File: src/core/estx_pkg.sv
// estx_pkg: constants and carrier types for the skip / table-read / xor execution unit
// assumes: 8-bit data memory, word-wide program memory, single 20 MHz clock
package estx_pkg;
   localparam int unsigned DATA_W      = 8;
   localparam int unsigned PTR_W       = 8;
   localparam int unsigned CLK_NS      = 50;
   localparam logic [7:0]  BYTE_ZERO   = 8'h00;
   localparam logic [7:0]  BYTE_ONES   = 8'hFF;
   localparam logic [7:0]  PTR_RST     = 8'h00;
   localparam logic [7:0]  ACC_RST     = 8'h00;
   localparam logic [1:0]  SKIP_CYCLES = 2'h2;

   // ----------------------------------------------------------------
   // operation codes presented by the decoder
   // ----------------------------------------------------------------
   typedef enum logic [3:0] {
      ESTX_OP_NONE             = 4'h0,
      ESTX_OP_SKIP_BYTE_ZERO   = 4'h1,
      ESTX_OP_SKIP_ZERO_COPY   = 4'h2,
      ESTX_OP_SKIP_BIT_ZERO    = 4'h3,
      ESTX_OP_TABLE_PAGED      = 4'h4,
      ESTX_OP_TABLE_LAST       = 4'h5,
      ESTX_OP_TABLE_PAGED_INC  = 4'h6,
      ESTX_OP_TABLE_LAST_INC   = 4'h7,
      ESTX_OP_XOR_ACC          = 4'h8,
      ESTX_OP_XOR_MEM          = 4'h9
   } estx_op_e;

   typedef enum logic [3:0] {
      ESTX_ST_IDLE  = 4'h1,
      ESTX_ST_FETCH = 4'h2,
      ESTX_ST_DUMMY = 4'h4,
      ESTX_ST_DONE  = 4'h8
   } estx_state_e;

   typedef struct packed {
      logic       valid;
      estx_op_e   op;
      logic [2:0] bitSel;
      logic [7:0] memData;
   } estx_req_s;

   typedef struct packed {
      logic       memWe;
      logic [7:0] memWdata;
      logic       accWe;
      logic [7:0] acc;
      logic       zeroWe;
      logic       zeroFlag;
      logic       skipReq;
      logic       busy;
      logic       done;
   } estx_out_s;
endpackage : estx_pkg

File: src/core/estx_exec.sv
// estx_exec: executes zero-test skips, table reads and xor operations for one instruction
// assumes: decoder presents one request per instruction with the addressed byte already read;
// program memory answers a table fetch one cycle after the address is shown
// ----------------------------------------------------------------
// ----------------------------------------------------------------
module estx_exec #(
   parameter int unsigned PM_ADDR_W = 16,
   parameter int unsigned PM_DATA_W = 16
) (
   input  wire logic                    sys_clk,
   input  wire logic                    reset,
   input  wire estx_pkg::estx_req_s     req,
   input  wire logic [PM_DATA_W-1:0]    pmData,
   output logic [PM_ADDR_W-1:0]         pmAddr,
   output logic                         pmRead,
   output logic [7:0]                   tablePointerLow,
   output logic [7:0]                   tablePointerHigh,
   output logic [7:0]                   tableHighByteReg,
   output estx_pkg::estx_out_s          result
);
   // ----------------------------------------------------------------
   // parameter checks
   // ----------------------------------------------------------------
   if (PM_ADDR_W < 9 || PM_ADDR_W > 16) begin : g_addr_w_check
      $error("PM_ADDR_W must lie between 9 and 16");
   end
   if (PM_DATA_W < 9 || PM_DATA_W > 16) begin : g_data_w_check
      $error("PM_DATA_W must lie between 9 and 16");
   end

   localparam int unsigned HI_W = PM_ADDR_W - estx_pkg::PTR_W;
   localparam int unsigned HB_W = PM_DATA_W - estx_pkg::DATA_W;

   typedef struct packed {
      estx_pkg::estx_state_e state;
      logic [PM_ADDR_W-1:0]  pmAddr;
      logic                  pmRead;
      logic [7:0]            ptrLow;
      logic [7:0]            ptrHigh;
      logic [7:0]            tblHigh;
      logic [1:0]            skipCnt;
      estx_pkg::estx_out_s   out;
   } estx_st_s;

   estx_st_s st_reg;
   estx_st_s st_next;

   // ----------------------------------------------------------------
   // next-state logic
   // ----------------------------------------------------------------
   logic [7:0] xorVal;
   logic [7:0] incLow;
   logic       byteZero;
   logic       bitZero;
   logic [7:0] lowSel;

   assign xorVal   = st_reg.out.acc ^ req.memData;
   assign incLow   = st_reg.ptrLow + 8'h01;
   assign byteZero = (req.memData == estx_pkg::BYTE_ZERO);
   assign bitZero  = ~req.memData[req.bitSel];
   assign lowSel   = (req.op == estx_pkg::ESTX_OP_TABLE_PAGED_INC || req.op == estx_pkg::ESTX_OP_TABLE_LAST_INC)
                   ? incLow : st_reg.ptrLow;

   always_comb begin
      st_next               = st_reg;
      st_next.pmRead        = 1'b0;
      st_next.out.memWe     = 1'b0;
      st_next.out.accWe     = 1'b0;
      st_next.out.zeroWe    = 1'b0;
      st_next.out.done      = 1'b0;
      st_next.out.skipReq   = 1'b0;
      case (st_reg.state)
         estx_pkg::ESTX_ST_IDLE: begin
            st_next.out.busy = 1'b0;
            if (req.valid) begin
               case (req.op)
                  estx_pkg::ESTX_OP_SKIP_BYTE_ZERO: begin
                     // write-back keeps the read-modify-write timing of the memory port
                     st_next.out.memWe    = 1'b1;
                     st_next.out.memWdata = req.memData;
                     st_next.out.done     = 1'b1;
                     if (byteZero) begin
                        st_next.out.skipReq = 1'b1;
                        st_next.out.busy    = 1'b1;
                        st_next.skipCnt     = estx_pkg::SKIP_CYCLES;
                        st_next.state       = estx_pkg::ESTX_ST_DUMMY;
                     end
                  end
                  estx_pkg::ESTX_OP_SKIP_ZERO_COPY: begin
                     st_next.out.accWe = 1'b1;
                     st_next.out.acc   = req.memData;
                     st_next.out.done  = 1'b1;
                     if (byteZero) begin
                        st_next.out.skipReq = 1'b1;
                        st_next.out.busy    = 1'b1;
                        st_next.skipCnt     = estx_pkg::SKIP_CYCLES;
                        st_next.state       = estx_pkg::ESTX_ST_DUMMY;
                     end
                  end
                  estx_pkg::ESTX_OP_SKIP_BIT_ZERO: begin
                     st_next.out.done = 1'b1;
                     if (bitZero) begin
                        st_next.out.skipReq = 1'b1;
                        st_next.out.busy    = 1'b1;
                        st_next.skipCnt     = estx_pkg::SKIP_CYCLES;
                        st_next.state       = estx_pkg::ESTX_ST_DUMMY;
                     end
                  end
                  estx_pkg::ESTX_OP_TABLE_PAGED,
                  estx_pkg::ESTX_OP_TABLE_PAGED_INC: begin
                     st_next.ptrLow   = lowSel;
                     st_next.pmAddr   = {st_reg.ptrHigh[HI_W-1:0], lowSel};
                     st_next.pmRead   = 1'b1;
                     st_next.out.busy = 1'b1;
                     st_next.state    = estx_pkg::ESTX_ST_FETCH;
                  end
                  estx_pkg::ESTX_OP_TABLE_LAST,
                  estx_pkg::ESTX_OP_TABLE_LAST_INC: begin
                     st_next.ptrLow   = lowSel;
                     // last page: all upper address bits set, high pointer ignored
                     st_next.pmAddr   = {{HI_W{1'b1}}, lowSel};
                     st_next.pmRead   = 1'b1;
                     st_next.out.busy = 1'b1;
                     st_next.state    = estx_pkg::ESTX_ST_FETCH;
                  end
                  estx_pkg::ESTX_OP_XOR_ACC: begin
                     st_next.out.accWe    = 1'b1;
                     st_next.out.acc      = xorVal;
                     st_next.out.zeroWe   = 1'b1;
                     st_next.out.zeroFlag = (xorVal == estx_pkg::BYTE_ZERO);
                     st_next.out.done     = 1'b1;
                  end
                  estx_pkg::ESTX_OP_XOR_MEM: begin
                     st_next.out.memWe    = 1'b1;
                     st_next.out.memWdata = xorVal;
                     st_next.out.zeroWe   = 1'b1;
                     st_next.out.zeroFlag = (xorVal == estx_pkg::BYTE_ZERO);
                     st_next.out.done     = 1'b1;
                  end
                  default: begin
                     st_next.out.busy = 1'b0;
                  end
               endcase
            end
         end
         estx_pkg::ESTX_ST_FETCH: begin
            st_next.state = estx_pkg::ESTX_ST_DONE;
         end
         estx_pkg::ESTX_ST_DONE: begin
            st_next.out.memWe    = 1'b1;
            st_next.out.memWdata = pmData[7:0];
            st_next.tblHigh      = 8'h00;
            st_next.tblHigh[HB_W-1:0] = pmData[PM_DATA_W-1:estx_pkg::DATA_W];
            st_next.out.done     = 1'b1;
            st_next.out.busy     = 1'b0;
            st_next.state        = estx_pkg::ESTX_ST_IDLE;
         end
         estx_pkg::ESTX_ST_DUMMY: begin
            // dummy slot: fetched instruction is discarded by the pipeline
            st_next.skipCnt = st_reg.skipCnt - 2'h1;
            if (st_reg.skipCnt == 2'h1) begin
               st_next.out.busy = 1'b0;
               st_next.state    = estx_pkg::ESTX_ST_IDLE;
            end
         end
         default: begin
            st_next.state = estx_pkg::ESTX_ST_IDLE;
         end
      endcase
   end

   // ----------------------------------------------------------------
   // state register
   // ----------------------------------------------------------------
   always_ff @(posedge sys_clk) begin
      if (reset) begin
         st_reg         <= '0;
         st_reg.state   <= estx_pkg::ESTX_ST_IDLE;
         st_reg.ptrLow  <= estx_pkg::PTR_RST;
         st_reg.ptrHigh <= estx_pkg::PTR_RST;
         st_reg.out.acc <= estx_pkg::ACC_RST;
      end else begin
         st_reg <= st_next;
      end
   end

   assign pmAddr           = st_reg.pmAddr;
   assign pmRead           = st_reg.pmRead;
   assign tablePointerLow  = st_reg.ptrLow;
   assign tablePointerHigh = st_reg.ptrHigh;
   assign tableHighByteReg = st_reg.tblHigh;
   assign result           = st_reg.out;

   // ----------------------------------------------------------------
   // assertions
   // ----------------------------------------------------------------
   a_byte_skip_taken: assert property (@(posedge sys_clk) disable iff (reset)
      (st_reg.state == estx_pkg::ESTX_ST_IDLE && req.valid && req.op == estx_pkg::ESTX_OP_SKIP_BYTE_ZERO)
      |=> result.memWe && result.memWdata == $past(req.memData) && (result.skipReq == ($past(req.memData) == 8'h00)))
      else $error("byte zero-test wrong write-back or skip");

   a_skip_three_cycles: assert property (@(posedge sys_clk) disable iff (reset)
      result.skipReq |-> result.busy ##1 result.busy ##1 !result.busy)
      else $error("skip did not span three cycles");

   a_copy_acc: assert property (@(posedge sys_clk) disable iff (reset)
      (st_reg.state == estx_pkg::ESTX_ST_IDLE && req.valid && req.op == estx_pkg::ESTX_OP_SKIP_ZERO_COPY)
      |=> result.accWe && result.acc == $past(req.memData) && !result.zeroWe)
      else $error("zero-test copy to accumulator wrong");

   a_bit_skip: assert property (@(posedge sys_clk) disable iff (reset)
      (st_reg.state == estx_pkg::ESTX_ST_IDLE && req.valid && req.op == estx_pkg::ESTX_OP_SKIP_BIT_ZERO)
      |=> result.skipReq == !$past(req.memData[req.bitSel]) && !result.zeroWe)
      else $error("bit zero-test skip wrong");

   a_paged_addr: assert property (@(posedge sys_clk) disable iff (reset)
      (st_reg.state == estx_pkg::ESTX_ST_IDLE && req.valid && req.op == estx_pkg::ESTX_OP_TABLE_PAGED)
      |=> pmRead && pmAddr[7:0] == $past(st_reg.ptrLow) ##2 result.memWe && result.done)
      else $error("paged table read address or store wrong");

   a_last_page: assert property (@(posedge sys_clk) disable iff (reset)
      (st_reg.state == estx_pkg::ESTX_ST_IDLE && req.valid && req.op == estx_pkg::ESTX_OP_TABLE_LAST)
      |=> pmAddr[PM_ADDR_W-1:8] == {HI_W{1'b1}})
      else $error("last-page table read not on final page");

   a_preinc_paged: assert property (@(posedge sys_clk) disable iff (reset)
      (st_reg.state == estx_pkg::ESTX_ST_IDLE && req.valid && req.op == estx_pkg::ESTX_OP_TABLE_PAGED_INC)
      |=> tablePointerLow == $past(st_reg.ptrLow) + 8'h01 && pmAddr[7:0] == tablePointerLow)
      else $error("pre-increment paged read wrong pointer");

   a_preinc_last: assert property (@(posedge sys_clk) disable iff (reset)
      (st_reg.state == estx_pkg::ESTX_ST_IDLE && req.valid && req.op == estx_pkg::ESTX_OP_TABLE_LAST_INC)
      |=> tablePointerLow == $past(st_reg.ptrLow) + 8'h01 && pmAddr[7:0] == tablePointerLow)
      else $error("pre-increment last-page read wrong pointer");

   a_xor_acc: assert property (@(posedge sys_clk) disable iff (reset)
      (st_reg.state == estx_pkg::ESTX_ST_IDLE && req.valid && req.op == estx_pkg::ESTX_OP_XOR_ACC)
      |=> result.accWe && !result.memWe && result.zeroFlag == (result.acc == 8'h00))
      else $error("xor into accumulator wrong");

   a_xor_mem: assert property (@(posedge sys_clk) disable iff (reset)
      (st_reg.state == estx_pkg::ESTX_ST_IDLE && req.valid && req.op == estx_pkg::ESTX_OP_XOR_MEM)
      |=> result.memWe && !result.accWe && result.memWdata == ($past(st_reg.out.acc) ^ $past(req.memData)))
      else $error("xor into memory wrong");

   a_xor_mem_zero: assert property (@(posedge sys_clk) disable iff (reset)
      (result.memWe && result.zeroWe) |-> result.zeroFlag == (result.memWdata == 8'h00))
      else $error("xor into memory zero flag wrong");

   a_xor_acc_value: assert property (@(posedge sys_clk) disable iff (reset)
      (st_reg.state == estx_pkg::ESTX_ST_IDLE && req.valid && req.op == estx_pkg::ESTX_OP_XOR_ACC)
      |=> result.zeroWe && result.acc == ($past(st_reg.out.acc) ^ $past(req.memData)))
      else $error("xor into accumulator wrong result");

   a_xor_mem_acc: assert property (@(posedge sys_clk) disable iff (reset)
      (st_reg.state == estx_pkg::ESTX_ST_IDLE && req.valid && req.op == estx_pkg::ESTX_OP_XOR_MEM)
      |=> result.zeroWe && result.acc == $past(st_reg.out.acc))
      else $error("xor into memory disturbed accumulator");

   a_byte_skip_quiet: assert property (@(posedge sys_clk) disable iff (reset)
      (st_reg.state == estx_pkg::ESTX_ST_IDLE && req.valid && req.op == estx_pkg::ESTX_OP_SKIP_BYTE_ZERO)
      |=> !result.zeroWe && !result.accWe)
      else $error("byte zero-test touched flags or accumulator");

   a_bit_skip_quiet: assert property (@(posedge sys_clk) disable iff (reset)
      (st_reg.state == estx_pkg::ESTX_ST_IDLE && req.valid && req.op == estx_pkg::ESTX_OP_SKIP_BIT_ZERO)
      |=> !result.memWe && !result.accWe)
      else $error("bit zero-test wrote memory or accumulator");

   a_bit_all_ones: assert property (@(posedge sys_clk) disable iff (reset)
      (st_reg.state == estx_pkg::ESTX_ST_IDLE && req.valid && req.op == estx_pkg::ESTX_OP_SKIP_BIT_ZERO)
      && req.memData == estx_pkg::BYTE_ONES |=> !result.skipReq)
      else $error("bit zero-test skipped on all-ones byte");

   a_dummy_quiet: assert property (@(posedge sys_clk) disable iff (reset)
      (st_reg.state == estx_pkg::ESTX_ST_DUMMY)
      |=> !result.memWe && !result.accWe && !result.done && !result.skipReq)
      else $error("dummy slot produced an action");

   a_paged_high: assert property (@(posedge sys_clk) disable iff (reset)
      (st_reg.state == estx_pkg::ESTX_ST_IDLE && req.valid && req.op == estx_pkg::ESTX_OP_TABLE_PAGED)
      |=> pmAddr[PM_ADDR_W-1:8] == $past(st_reg.ptrHigh[HI_W-1:0]))
      else $error("paged table read ignored high pointer");

   a_table_store: assert property (@(posedge sys_clk) disable iff (reset)
      (st_reg.state == estx_pkg::ESTX_ST_DONE)
      |=> result.memWdata == $past(pmData[7:0])
      && tableHighByteReg[HB_W-1:0] == $past(pmData[PM_DATA_W-1:estx_pkg::DATA_W]))
      else $error("table word stored wrongly");

   a_table_no_flags: assert property (@(posedge sys_clk) disable iff (reset)
      (st_reg.state == estx_pkg::ESTX_ST_FETCH || st_reg.state == estx_pkg::ESTX_ST_DONE)
      |=> !result.zeroWe && !result.accWe)
      else $error("table read touched flags or accumulator");

   a_last_ptr_hold: assert property (@(posedge sys_clk) disable iff (reset)
      (st_reg.state == estx_pkg::ESTX_ST_IDLE && req.valid && req.op == estx_pkg::ESTX_OP_TABLE_LAST)
      |=> tablePointerLow == $past(st_reg.ptrLow) && pmAddr[7:0] == tablePointerLow)
      else $error("last-page read moved low pointer");
endmodule : estx_exec

File: config.mk
export PLATFORM = sky130hd
export DESIGN_NAME = estx_exec
export DESIGN_NICKNAME = d
export VERILOG_FILES = /design/src/core/estx_pkg.sv /design/src/core/estx_exec.sv
export SDC_FILE = /design/constraint.sdc
export NUM_CORES = 1
export LEC_CHECK = 0
export ABC_AREA = 1
export BUFFER_PORTS_ARGS = -buffer_cell sky130_fd_sc_hd__buf_2
export CORE_MARGIN = 5
export CORE_UTILIZATION = 45
export DETAILED_ROUTE_END_ITERATION = 6
export PLACE_DENSITY = 0.78
export SKIP_CTS_REPAIR_TIMING = 1
export SYNTH_ARGS = -nofsm -noshare
export SYNTH_HDL_FRONTEND = slang
export SYNTH_SLANG_ARGS = --single-unit
export TNS_END_PERCENT = 50
File: constraint.sdc
create_clock -name sys_clk -period 1.7 [get_ports sys_clk]
set_clock_uncertainty 0.1 [all_clocks]
set_input_delay 0.17 -clock sys_clk [delete_from_list [all_inputs] [get_ports sys_clk]]
set_output_delay 0.17 -clock sys_clk [all_outputs]
set_load 0.01 [all_outputs]
# Yosys cells after proc, flatten, opt, wreduce, memory -nomap -nowiden
# Cells that the tools add are included.
[word_totals]
regBits = 62
inputBits = 34
out_inout_bits = 64
[op_classes]
n_addsub = 2
magnitude_cmp = 1
eq_ne = 21
muxes = 27
bitwise = 3
reduce_logical = 22
[op_table]
columns = ["operator", "n"]
rows = [
  ["$pmux 9 s2", 3],
  ["$pmux 25 s2", 1],
  ["$mux 29", 1],
  ["$mux 25", 1],
  ["$pmux 4 s3", 2],
  ["$eq 4x3->1 const B", 5],
  ["$logic_not 8->1", 2],
  ["$eq 4x2->1 const B", 3],
  ["$eq 4x4->1 const B", 3],
  ["$mux 4", 3],
  ["$reduce_and 3->1", 4],
  ["$mux 2", 5],
  ["$reduce_and 5->1", 2],
  ["$add 8x1->8 const B", 1],
  ["$eq 4x1->1 const B", 2],
  ["$mux 8", 1],
  ["$pmux 2 s2", 2],
  ["$reduce_bool 2->1", 4],
  ["$reduce_or 2->1", 4],
  ["$xor 8x8->8", 1],
  ["$ne 3x3->1 const B", 2],
  ["$pmux 1 s3", 2],
  ["$reduce_or 5->1", 1],
  ["$lt 3x4->1 const B", 1],
  ["15 further kinds", 20],
]

# Logic depth before layout (Yosys ltp)
# Gate-level depths: netlist of run 1.
[depth]
depth_word = 6
depth_mapped = 11
mapped_depth_nobuf = 11

# Least setup slack after synthesis of run 1
# Ideal clock, no wire load.
[synth_timing]
path_kind = "flip-flop to flip-flop"
startpoint = "register st_reg[69] (netlist name)"
endpoint = "register st_reg (netlist bit result[14])"
t_arrival_ns = 1.270
required_time_ns = 1.468
slack_ns = 0.198
stages_incl_launch_ff = 9
cell_sequence = "dfxtp_1 > inv_1 > nand2_1 > nor3_4 > nand2_4 > nor2_1 > nor2_2 > nand2_1 > a31oi_1"
[synth_via]
elab_chain_cells = 3
word_cells_on_any_way = 7
cone_classes = "4 x eq/ne; 1 x mux; 2 x reduce/logical"
[synth_lines]
columns = ["item", "line", "text"]
rows = [
  ["start, declared", "estx_exec.sv:45", "estx_st_s st_reg;"],
  ["start signal, assigned", "estx_exec.sv:183", "st_reg <= st_next;"],
  ["$eq 4x1->1 / $eq 4x4->1 (equally long branches)", "estx_exec.sv:72", "case (st_reg.state)"],
  ["$ne 3x1->1 (no source line) (tied with other cells)", "--", ""],
  ["$reduce_and 3->1 (no source line)", "--", ""],
]
# Several ways; a longest one is shown, not always the timed one.
# A chain may end at the register's enable or synchronous reset.

# Worst setup path after layout of run 1
[layout_timing]
startpoint = "register st_reg[68] (netlist name)"
endpoint = "register st_reg (netlist bit result[16])"
# The elaborated chain is that of the path after synthesis.

==> impl_metrics.xml, run 1 <==
<?xml version="1.0" encoding="UTF-8"?>
<metrics>
  <group name="route">
    <metric name="wl_per_cell" unit="um">12.5</metric>
    <metric name="finalWirelength" unit="um">6720</metric>
    <metric name="drt_first_pass_iters" unit="">4</metric>
    <metric name="first_iter_violations" unit="">123</metric>
    <metric name="route.vias.total" unit="">2635</metric>
    <metric name="drt_drc_violations_left" unit="">0</metric>
    <metric name="highest-signal-layer" unit="">met4</metric>
    <metric name="detail-route-antenna-nets" unit="">0</metric>
    <metric name="m1WireLength" unit="um">3010</metric>
    <metric name="post_drt_via_cell_ratio" unit="">4.92</metric>
    <metric name="wl_met2" unit="um">3030</metric>
    <metric name="route.met3.wl" unit="um">634</metric>
  </group>
  <group name="setup_path">
    <metric name="required" unit="ps">1790</metric>
    <metric name="path_max_fanout" unit="">9</metric>
    <metric name="path_class" unit="">flip-flop to flip-flop</metric>
    <metric name="end_kind" unit="">flip-flop</metric>
    <metric name="worstPathArrival" unit="ps">1670</metric>
    <metric name="start_kind" unit="">flip-flop</metric>
  </group>
  <group name="synth">
    <metric name="synth-warning-count" unit="">0</metric>
    <metric name="post_synth_mux_area_share" unit="%">0</metric>
    <metric name="synthFlopType" unit="">dfxtp_1</metric>
    <metric name="synthesis.area" unit="mm^2">0.00283</metric>
    <metric name="async_flop_share" unit="%">0</metric>
    <metric name="count_leader_synth" unit="">nand2_1</metric>
    <metric name="synth_top_family_by_area" unit="">simple AND/OR/NAND/NOR gates</metric>
    <metric name="post_synth_fa_ha_maj_area_fraction" unit="%">0.883</metric>
    <metric name="synth_seq_cells" unit="">47</metric>
    <metric name="cell_accounting_for_the_most_synthesized_area" unit="">dfxtp_1</metric>
    <metric name="syn_area_per_cell" unit="um^2">6.91</metric>
    <metric name="netlist_top_cells_count" unit="">nand2_1, buf_4, nor2_1, dfxtp_1, inv_1</metric>
    <metric name="netlist.area_leader.share" unit="%">33.2</metric>
    <metric name="synth_xor_xnor_area_share" unit="%">3.40</metric>
    <metric name="number_of_different_library_cells_in_the_post_synthesis_netlist" unit="">29</metric>
    <metric name="synth_area_leaders" unit="">dfxtp_1, buf_4, nand2_1, nor2_1, inv_1</metric>
    <metric name="synth_simple_gate_area_share" unit="%">28.7</metric>
    <metric name="synth-compound-area-share" unit="%">11.1</metric>
    <metric name="sequential_to_total_area_share_from_yosys_stat" unit="%">33.2</metric>
    <metric name="post_synth_edffs" unit="">0</metric>
    <metric name="gate_count_after_technology_mapping" unit="">410</metric>
  </group>
  <group name="clocking">
    <metric name="clock_tree_from_tritoncts" unit="">built</metric>
    <metric name="clk_path_buf_depth" unit="">2</metric>
    <metric name="cts_num_sinks" unit="">47</metric>
    <metric name="htree_num_levels" unit="">2</metric>
    <metric name="worst_setup_hold_path_clk_slew" unit="ps">90</metric>
    <metric name="worstSkewPairLatency" unit="ps">300</metric>
    <metric name="tritoncts.num_buffers" unit="">5</metric>
    <metric name="cts.root.buffer_cell" unit="">clkbuf_8</metric>
  </group>
  <group name="pwr">
    <metric name="maximum_vdd_drop" unit="mV">0.427</metric>
    <metric name="power.density" unit="mW/mm^2">970</metric>
    <metric name="total_power" unit="mW">3.06</metric>
    <metric name="power.static_leakage" unit="nW">1.61</metric>
  </group>
  <group name="grt">
    <metric name="aggregate_global_routing_overflow" unit="">0</metric>
    <metric name="global_route_total_usage_across_every_layer" unit="%">16.8</metric>
    <metric name="global_route_wire_length_before_repair" unit="um">10600</metric>
    <metric name="antenna_found_initial" unit="">0</metric>
    <metric name="grt_max_degree" unit="">21</metric>
    <metric name="grt_pass1_vias" unit="">2420</metric>
  </group>
  <group name="sta">
    <metric name="period_needed" unit="ps">1590</metric>
    <metric name="setup_viol" unit="">0</metric>
    <metric name="rsz0062_at_grt" unit="">yes</metric>
    <metric name="maxClockFrequency" unit="MHz">631</metric>
    <metric name="maxSlewViolCount" unit="">0</metric>
    <metric name="hold_fails_final_rpt" unit="">1</metric>
    <metric name="postLayoutSetupSlackWorst" unit="ps">115</metric>
    <metric name="worst_hold_slack" unit="ps">-13.9</metric>
    <metric name="layout_worst_path_cycle_share" unit="%">93.2</metric>
  </group>
  <group name="floorplan">
    <metric name="row_count" unit="">29</metric>
    <metric name="io-pin-count" unit="">98</metric>
    <metric name="fp.dieW" unit="um">89.3</metric>
    <metric name="die_h" unit="um">89.3</metric>
    <metric name="starting_density_of_the_core" unit="%">45.4</metric>
    <metric name="core_area" unit="mm^2">0.00624</metric>
    <metric name="dieArea" unit="mm^2">0.00798</metric>
  </group>
  <group name="final_layout">
    <metric name="drive_above_1_share" unit="%">26.8</metric>
    <metric name="largest_register_ffs" unit="">23</metric>
    <metric name="layout.nets" unit="">494</metric>
    <metric name="antenna_cells" unit="">0</metric>
    <metric name="fin_area" unit="mm^2">0.00316</metric>
    <metric name="area_growth" unit="%">11.5</metric>
  </group>
  <group name="placed_design">
    <metric name="port-buffer-count" unit="">89</metric>
    <metric name="place_ws" unit="ps">66.1</metric>
    <metric name="place_hpwl" unit="um">5130</metric>
    <metric name="routabilityCongestion" unit="">0.817</metric>
    <metric name="placed_area" unit="mm^2">0.00299</metric>
  </group>
  <group name="hold_path">
    <metric name="min-delay-path-class" unit="">primary input to flip-flop</metric>
  </group>
  <group name="flow_run">
    <metric name="number_of_violations_of_the_max_capacitance_limit" unit="">0</metric>
  </group>
  <group name="outcome">
    <metric name="status" unit="">complete, but fails checks</metric>
    <metric name="violations" unit="">hold timing</metric>
  </group>
</metrics>
where the power goes:
part / leakage, nW / switching (mW) / internal (mW)
Clock: 0.0612 / 0.379 / 0.476
Sequential: 0.380 / 0.0685 / 1.19
Combinational: 1.17 / 0.580 / 0.373
Total: 1.61 / 1.03 / 2.03
critical path, cell delays in order, from the launching register on:
cell,delay [ps]
dfxtp_1,360
inv_1,90
nand2_1,120
nor3_4,180
nand2_4,130
nor2_1,240
nor2_4,100
nand2_1,70
a31oi_1,70
cell usage in the layout (no fill, tap or decap), drive strengths merged, types with 9 or more instances in the layout:
cell type  Yosys  final
buf           65     99
nand2         87     87
nor2          60     60
dfxtp         47     47
inv           37     36
nand3         21     21
o21ai         20     20
o22ai         16     16
a31oi         10     10
nor3          10     10
a21oi          9      9
cell type report:
| type | count | area, um^2 |
|---|---|---|
| clock buffers | 6 | 82.6 |
| inverters | 37 | 143 |
| repair buffers | 103 | 573 |
| clock inverters | 2 | 35.0 |
| flip-flops and latches | 47 | 942 |
| well taps | 77 | 96.3 |
| fillers | 635 | 3080 |
| multi-input cells | 264 | 1290 |
worst paths after layout:
| kind | startpoint | to | cells after the start | slack, ps |
|---|---|---|---|---|
| max | st_reg[68]$_SDFFE_PP0P_ | result[16]$_SDFFE_PP0P_ | 8 | 110 |
| min | pmData[8] | tableHighByteReg[0]$_SDFFE_PP0P_ | 3 | -10 |
| max reg2reg | st_reg[68]$_SDFFE_PP0P_ | result[16]$_SDFFE_PP0P_ | 8 | 110 |
| min reg2reg | result[1]$_SDFFE_PP0P_ | result[1]$_SDFFE_PP0P_ | 2 | 370 |
kinds of logic after synthesis:
group,after synthesis
xor gates and xnor gates,11
DFF,47
and+or+nand+nor,187
adders and majority gates,2
other,1
AOI/OAI and AO/OA,56
buffers and inverters,106
metrics by stage:
stage | hold WS (ps) | utilization, % | instances | TNS, ps
5_1_grt | 4.52 | 50.6 | 536 | -16.5
6_report | -13.9 | 50.6 | 536 | 0
4_1_cts | -19.7 | 49.8 | 532 | 0
3_5_place_dp | 298 | 47.9 | 524 | 0
3_3_place_gp | 290 | 47.9 | 524 | 0
2_1_floorplan | 205 | - | 417 | 0
per-layer routing:
| layer | track usage, % | vias to the layer above |
|---|---|---|
| li1 | - | 1350 |
| met1 | 20.9 | 1168 |
| met2 | 28.4 | 113 |
| met3 | 4.42 | 4 |
| met4 | 4.87 | 0 |
| met5 | 0 | - |
No activity file was read; power rests on OpenSTA's default activity.
==> run 2, diff against run 1 <==
--- a/config.mk
+++ b/config.mk
@@ -5,12 +5,11 @@
 export SDC_FILE = /design/constraint.sdc
 export NUM_CORES = 1
 export LEC_CHECK = 0
-export ABC_AREA = 1
 export BUFFER_PORTS_ARGS = -buffer_cell sky130_fd_sc_hd__buf_2
 export CORE_MARGIN = 5
 export CORE_UTILIZATION = 45
 export DETAILED_ROUTE_END_ITERATION = 6
-export PLACE_DENSITY = 0.78
+export PLACE_DENSITY = 0.77
 export SKIP_CTS_REPAIR_TIMING = 1
 export SYNTH_ARGS = -nofsm -noshare
 export SYNTH_HDL_FRONTEND = slang
==> impl_metrics.xml, run 2 <==
<?xml version="1.0" encoding="UTF-8"?>
<metrics>
  <group name="outcome">
    <metric name="status" unit="">complete, but fails checks</metric>
    <metric name="violations" unit="">hold timing, setup timing</metric>
  </group>
  <group name="synth">
    <metric name="async_flop_share" unit="%">0</metric>
    <metric name="cell_accounting_for_the_most_synthesized_area" unit="">dfxtp_1</metric>
    <metric name="synth_area_leaders" unit="">dfxtp_1, buf_4, nor2_1, nand2_1, a2111oi_2</metric>
    <metric name="synthFlopType" unit="">dfxtp_1</metric>
    <metric name="synth_seq_cells" unit="">47</metric>
    <metric name="syn_area_per_cell" unit="um^2">8.15</metric>
    <metric name="netlist.area_leader.share" unit="%">30.1</metric>
    <metric name="count_leader_synth" unit="">buf_4</metric>
    <metric name="synth-warning-count" unit="">0</metric>
    <metric name="number_of_different_library_cells_in_the_post_synthesis_netlist" unit="">55</metric>
    <metric name="synthesis.area" unit="mm^2">0.00313</metric>
    <metric name="sequential_to_total_area_share_from_yosys_stat" unit="%">30.1</metric>
    <metric name="netlist_top_cells_count" unit="">buf_4, nor2_1, dfxtp_1, nand2_1, a21oi_1</metric>
    <metric name="gate_count_after_technology_mapping" unit="">384</metric>
    <metric name="post_synth_edffs" unit="">0</metric>
  </group>
  <group name="setup_path">
    <metric name="critical_path.reg2reg.startpoint" unit="">st_reg[69]$_SDFFE_PP0P_</metric>
    <metric name="required" unit="ps">1770</metric>
    <metric name="path_class" unit="">flip-flop to flip-flop</metric>
    <metric name="critical_path.startpoint" unit="">st_reg[69]$_SDFFE_PP0P_</metric>
    <metric name="end_kind" unit="">flip-flop</metric>
    <metric name="worstPathArrival" unit="ps">1920</metric>
    <metric name="path_max_fanout" unit="">8</metric>
    <metric name="start_kind" unit="">flip-flop</metric>
  </group>
  <group name="final_layout">
    <metric name="drive_above_1_share" unit="%">40.8</metric>
    <metric name="finalNonFillerCells" unit="">544</metric>
    <metric name="fillCellCount" unit="">610</metric>
    <metric name="layout.nets" unit="">483</metric>
    <metric name="layout_commonest_cell" unit="">buf_2</metric>
    <metric name="fin_util" unit="%">55.1</metric>
    <metric name="layout_common_cells" unit="">buf_2, nor2_1, dfxtp_1</metric>
    <metric name="antenna_cells" unit="">0</metric>
    <metric name="largest_register_ffs" unit="">23</metric>
    <metric name="area_growth" unit="%">19.7</metric>
  </group>
  <group name="clocking">
    <metric name="tritoncts.num_buffers" unit="">5</metric>
    <metric name="htree_num_levels" unit="">2</metric>
    <metric name="clock_tree_from_tritoncts" unit="">built</metric>
    <metric name="cts_num_sinks" unit="">47</metric>
    <metric name="cts.root.buffer_cell" unit="">clkbuf_8</metric>
    <metric name="clk_path_buf_depth" unit="">2</metric>
    <metric name="worst_setup_hold_path_clk_slew" unit="ps">90</metric>
    <metric name="worstSkewPairLatency" unit="ps">300</metric>
  </group>
  <group name="grt">
    <metric name="grt_pass1_vias" unit="">2468</metric>
    <metric name="grt_max_degree" unit="">28</metric>
    <metric name="aggregate_global_routing_overflow" unit="">0</metric>
    <metric name="antenna_found_initial" unit="">0</metric>
    <metric name="global_route_total_usage_across_every_layer" unit="%">17.4</metric>
    <metric name="global_route_wire_length_before_repair" unit="um">12100</metric>
  </group>
  <group name="pwr">
    <metric name="power.static_leakage" unit="nW">1.62</metric>
    <metric name="maximum_vdd_drop" unit="mV">0.274</metric>
    <metric name="total_power" unit="mW">2.69</metric>
    <metric name="power.density" unit="mW/mm^2">720</metric>
  </group>
  <group name="floorplan">
    <metric name="die_h" unit="um">93.4</metric>
    <metric name="starting_density_of_the_core" unit="%">46.1</metric>
    <metric name="row_count" unit="">30</metric>
    <metric name="core_area" unit="mm^2">0.00679</metric>
    <metric name="fp.dieW" unit="um">93.4</metric>
    <metric name="io-pin-count" unit="">98</metric>
    <metric name="dieArea" unit="mm^2">0.00872</metric>
  </group>
  <group name="route">
    <metric name="drt_drc_violations_left" unit="">0</metric>
    <metric name="route.vias.total" unit="">2808</metric>
    <metric name="first_iter_violations" unit="">185</metric>
    <metric name="finalWirelength" unit="um">7990</metric>
    <metric name="drt_first_pass_iters" unit="">4</metric>
    <metric name="post_drt_via_cell_ratio" unit="">5.16</metric>
    <metric name="wl_per_cell" unit="um">14.7</metric>
    <metric name="detail-route-antenna-nets" unit="">0</metric>
  </group>
  <group name="sta">
    <metric name="period_needed" unit="ps">1850</metric>
    <metric name="postLayoutSetupSlackWorst" unit="ps">-150</metric>
    <metric name="worst_slew_margin_rel" unit="%">62.5</metric>
    <metric name="maxSlewViolCount" unit="">0</metric>
    <metric name="layout_worst_path_cycle_share" unit="%">109</metric>
    <metric name="hold_fails_final_rpt" unit="">2</metric>
    <metric name="setup-tns-final" unit="ps">-1040</metric>
    <metric name="worst_hold_slack" unit="ps">-2.28</metric>
    <metric name="maxClockFrequency" unit="MHz">540</metric>
    <metric name="setup_viol" unit="">10</metric>
    <metric name="worst_slew_pin_slew" unit="ps">562</metric>
    <metric name="rsz0062_at_grt" unit="">yes</metric>
  </group>
  <group name="placed_design">
    <metric name="place_hpwl" unit="um">5890</metric>
    <metric name="routabilityCongestion" unit="">0.819</metric>
    <metric name="dp_cells" unit="">527</metric>
    <metric name="port-buffer-count" unit="">89</metric>
  </group>
  <group name="flow_run">
    <metric name="number_of_violations_of_the_max_capacitance_limit" unit="">0</metric>
  </group>
  <group name="hold_path">
    <metric name="holdCritStartpoint" unit="">pmData[6]</metric>
    <metric name="min-delay-path-class" unit="">primary input to flip-flop</metric>
  </group>
</metrics>
run 2: layout make-up:
| cell class | count | area [um^2] | area share [%] |
|---|---|---|---|
| timing repair buffer | 138 | 848 | 22.7 |
| sequential | 47 | 950 | 25.4 |
| tap | 96 | 120 | 3.21 |
| inverter | 4 | 15.0 | 0.401 |
| clock buffer | 6 | 82.6 | 2.21 |
| multi-input combinational | 251 | 1710 | 45.7 |
| clock inverter | 2 | 16.3 | 0.434 |
run 2: cell families (layout without fill, tap and decap cells):
family	Yosys count	after routing	share of synthesized area, %
XOR/XNOR	23	23	6.44
adder cells (fa/ha/maj)	2	2	0.800
buffers and inverters	95	150	20.3
multiplexers	4	4	1.68
other	1	8	0.120
flip-flops	47	47	30.1
AO/OA/AOI/OAI	75	75	18.4
AND/OR/NAND/NOR	137	139	22.2
run 2: power by group:
group | internal, mW | switching (mW)
clock network | 0.332 | 0.393
registers | 1.14 | 0.0439
logic | 0.366 | 0.418
run 2: final timing paths:
| kind | end | slack [ps] | depth (start not counted) |
|---|---|---|---|
| max | result[8]$_SDFFE_PP0P_ | -150 | 6 |
| max reg2reg | result[8]$_SDFFE_PP0P_ | -150 | 6 |
| min reg2reg | tableHighByteReg[0]$_SDFFE_PP0P_ | 360 | 2 |
| min | result[20]$_SDFFE_PP0P_ | -2 | 3 |
run 2: through the flow:
stage	cell area [um^2]	setup slack, ps
after floorplan	3170	-156
after global placement	3450	-143
after detailed placement	3450	-161
after CTS	3540	-190
after global routing	3740	-220
final	3740	-150
run 2: routing by layer:
layer / GRT usage [%] / vias up / part of all wire, %
met5: 0 / - / 0
met4: 4.76 / 0 / 1.4
met3: 4.51 / 9 / 7.7
met2: 28.0 / 111 / 47
met1: 23.0 / 1290 / 44
li1: - / 1398 / -
run 2: worst max-delay path, cell delays in order, from the launching register on:
cell and delay, ps:
dfxtp_4 370, or4b_4 530, nor4_4 240, buf_6 180, a31oi_2 100, nor2_2 140
a2111oi_2 50
==> run 3, diff against run 2 <==
==> constraint.sdc (replaced) <==
create_clock -name sys_clk -period 1.9 [get_ports sys_clk]
set_clock_uncertainty 0.1 [all_clocks]
set_input_delay 0.19 -clock sys_clk [delete_from_list [all_inputs] [get_ports sys_clk]]
set_output_delay 0.19 -clock sys_clk [all_outputs]
set_load 0.01 [all_outputs]
==> impl_metrics.xml, run 3 (synthesis results as in run 2) <==
<?xml version="1.0" encoding="UTF-8"?>
<metrics>
  <group name="clocking">
    <metric name="htree_num_levels" unit="">2</metric>
    <metric name="clock_tree_from_tritoncts" unit="">built</metric>
    <metric name="worstSkewPairLatency" unit="ps">310</metric>
    <metric name="cts.root.buffer_cell" unit="">clkbuf_8</metric>
    <metric name="tritoncts.num_buffers" unit="">5</metric>
    <metric name="clk_path_buf_depth" unit="">2</metric>
    <metric name="worst_setup_hold_path_clk_slew" unit="ps">90</metric>
    <metric name="cts_num_sinks" unit="">47</metric>
  </group>
  <group name="hold_path">
    <metric name="min_to" unit="">tableHighByteReg[7]$_SDFFE_PP0P_</metric>
    <metric name="holdCritStartpoint" unit="">pmData[15]</metric>
    <metric name="min-delay-path-class" unit="">primary input to flip-flop</metric>
    <metric name="worst_hold_path.num_cells" unit="">3</metric>
  </group>
  <group name="pwr">
    <metric name="swShare" unit="%">30.9</metric>
    <metric name="intPower" unit="mW">1.70</metric>
    <metric name="power.density" unit="mW/mm^2">704</metric>
    <metric name="maximum_vdd_drop" unit="mV">0.462</metric>
    <metric name="total_power" unit="mW">2.45</metric>
    <metric name="clock_power_share" unit="%">30.4</metric>
    <metric name="power.switching" unit="mW">0.757</metric>
    <metric name="power.static_leakage" unit="nW">1.50</metric>
    <metric name="p_seq_share" unit="%">43.3</metric>
    <metric name="combinationalPowerShare" unit="%">26.3</metric>
  </group>
  <group name="sta">
    <metric name="period_needed" unit="ps">1880</metric>
    <metric name="maxClockFrequency" unit="MHz">532</metric>
    <metric name="setup_viol" unit="">0</metric>
    <metric name="worst_slew_pin_slew" unit="ps">849</metric>
    <metric name="hold_fails_final_rpt" unit="">0</metric>
    <metric name="layout_worst_path_cycle_share" unit="%">98.8</metric>
    <metric name="setup-tns-final" unit="ps">0</metric>
    <metric name="worst_hold_slack" unit="ps">20.8</metric>
    <metric name="worst_slew_margin_rel" unit="%">41.9</metric>
    <metric name="rsz0062_at_grt" unit="">yes</metric>
    <metric name="postLayoutSetupSlackWorst" unit="ps">22.0</metric>
    <metric name="maxSlewViolCount" unit="">0</metric>
  </group>
  <group name="setup_path">
    <metric name="critical_path.reg2reg.startpoint" unit="">st_reg[67]$_SDFFE_PP0P_</metric>
    <metric name="timing.reg2reg.setup_slack" unit="ps">20</metric>
    <metric name="worst_path_max_delay_cell" unit="">or4b_4</metric>
    <metric name="crit-reg2reg-capture" unit="">result[5]$_SDFFE_PP0P_</metric>
    <metric name="timing.critical_path.cells" unit="">or4b_4, nor4_4, buf_6, a31oi_1, nor2_1, a2111oi_2</metric>
    <metric name="cpPeakStageDelay" unit="ps">580</metric>
    <metric name="worstPathArrival" unit="ps">1970</metric>
    <metric name="end_kind" unit="">flip-flop</metric>
    <metric name="start_kind" unit="">flip-flop</metric>
    <metric name="required" unit="ps">1990</metric>
    <metric name="worstRegToRegCells" unit="">6</metric>
    <metric name="path_class" unit="">flip-flop to flip-flop</metric>
    <metric name="path_max_fanout" unit="">8</metric>
  </group>
  <group name="grt">
    <metric name="antenna_found_initial" unit="">0</metric>
    <metric name="global_route_wire_length_before_repair" unit="um">12200</metric>
    <metric name="aggregate_global_routing_overflow" unit="">0</metric>
    <metric name="grt_max_degree" unit="">39</metric>
    <metric name="global_route_total_usage_across_every_layer" unit="%">17.4</metric>
    <metric name="grt_pass1_vias" unit="">2549</metric>
  </group>
  <group name="floorplan">
    <metric name="die_h" unit="um">93.4</metric>
    <metric name="fp.dieW" unit="um">93.4</metric>
    <metric name="io-pin-count" unit="">98</metric>
    <metric name="starting_density_of_the_core" unit="%">46.1</metric>
    <metric name="dieArea" unit="mm^2">0.00872</metric>
    <metric name="row_count" unit="">30</metric>
    <metric name="core_area" unit="mm^2">0.00679</metric>
  </group>
  <group name="route">
    <metric name="finalWirelength" unit="um">7840</metric>
    <metric name="first_iter_violations" unit="">227</metric>
    <metric name="route.vias.total" unit="">2763</metric>
    <metric name="wl_per_cell" unit="um">15.0</metric>
    <metric name="post_drt_via_cell_ratio" unit="">5.30</metric>
    <metric name="drt_drc_violations_left" unit="">0</metric>
    <metric name="detail-route-antenna-nets" unit="">0</metric>
    <metric name="drt_first_pass_iters" unit="">6</metric>
  </group>
  <group name="final_layout">
    <metric name="fin_area" unit="mm^2">0.00348</metric>
    <metric name="antenna_cells" unit="">0</metric>
    <metric name="layout_commonest_cell" unit="">buf_2</metric>
    <metric name="layout.nets" unit="">460</metric>
    <metric name="drive_above_1_share" unit="%">36.9</metric>
    <metric name="layout_common_cells" unit="">buf_2, nor2_1, dfxtp_1</metric>
    <metric name="fin_util" unit="%">51.3</metric>
    <metric name="area_growth" unit="%">11.3</metric>
    <metric name="finalNonFillerCells" unit="">521</metric>
    <metric name="largest_register_ffs" unit="">23</metric>
  </group>
  <group name="outcome">
    <metric name="status" unit="">finished clean</metric>
  </group>
  <group name="placed_design">
    <metric name="place_hpwl" unit="um">5720</metric>
    <metric name="port-buffer-count" unit="">89</metric>
    <metric name="placed_area" unit="mm^2">0.00330</metric>
    <metric name="dp_cells" unit="">511</metric>
    <metric name="routabilityCongestion" unit="">0.885</metric>
    <metric name="place_ws" unit="ps">1.08</metric>
  </group>
  <group name="flow_run">
    <metric name="number_of_violations_of_the_max_capacitance_limit" unit="">0</metric>
  </group>
</metrics>
run 3: critical path: cells and delay by family, from the launching register on:
kind                   cells  cell delay [ps]
and+or+nand+nor            3              980
buffers and inverters      1              170
DFF                        1              370
AOI/OAI and AO/OA          2              140
run 3: area by class of cell:
type                       instances  area, um^2
inverter                           4        15.0
fill                             661        3310
clock inverter                     3        43.8
tap                               96         120
sequential                        47         952
timing repair buffer             116         652
multi-input combinational        250        1630
clock buffer                       5        68.8
run 3: worst max path at each step:
stage | start | endpoint | slack (ps) | cells past startpoint
global placement | st_reg[69]$_SDFFE_PP0P_ | result[7]$_SDFFE_PP0P_ | 80 | 5
finish | st_reg[67]$_SDFFE_PP0P_ | result[5]$_SDFFE_PP0P_ | 20 | 6
floorplan | st_reg[67]$_SDFFE_PP0P_ | result[10]$_SDFFE_PP0P_ | 40 | 6
detailed placement | st_reg[68]$_SDFFE_PP0P_ | result[7]$_SDFFE_PP0P_ | 1 | 5
CTS | st_reg[68]$_SDFFE_PP0P_ | result[7]$_SDFFE_PP0P_ | -20 | 5
global route | st_reg[67]$_SDFFE_PP0P_ | result[5]$_SDFFE_PP0P_ | -80 | 6
run 3: routing by layer:
layer  vias up  global-route usage, %  wire, um
met1      1275                   21.6      3380
met2       119                   29.1      3720
li1       1352                      -         -
met5         -                      0         0
met3        17                   3.62       551
met4         0                   7.08       185
run 3: power groups by stage:
stage	logic [mW]	registers [mW]	clock network (mW)
after floorplan	0.453	1.06	0
after global placement	0.575	1.08	0
after detailed placement	0.584	1.08	0
after CTS	0.594	1.06	0.761
after global routing	0.694	1.07	0.801
final	0.644	1.06	0.746
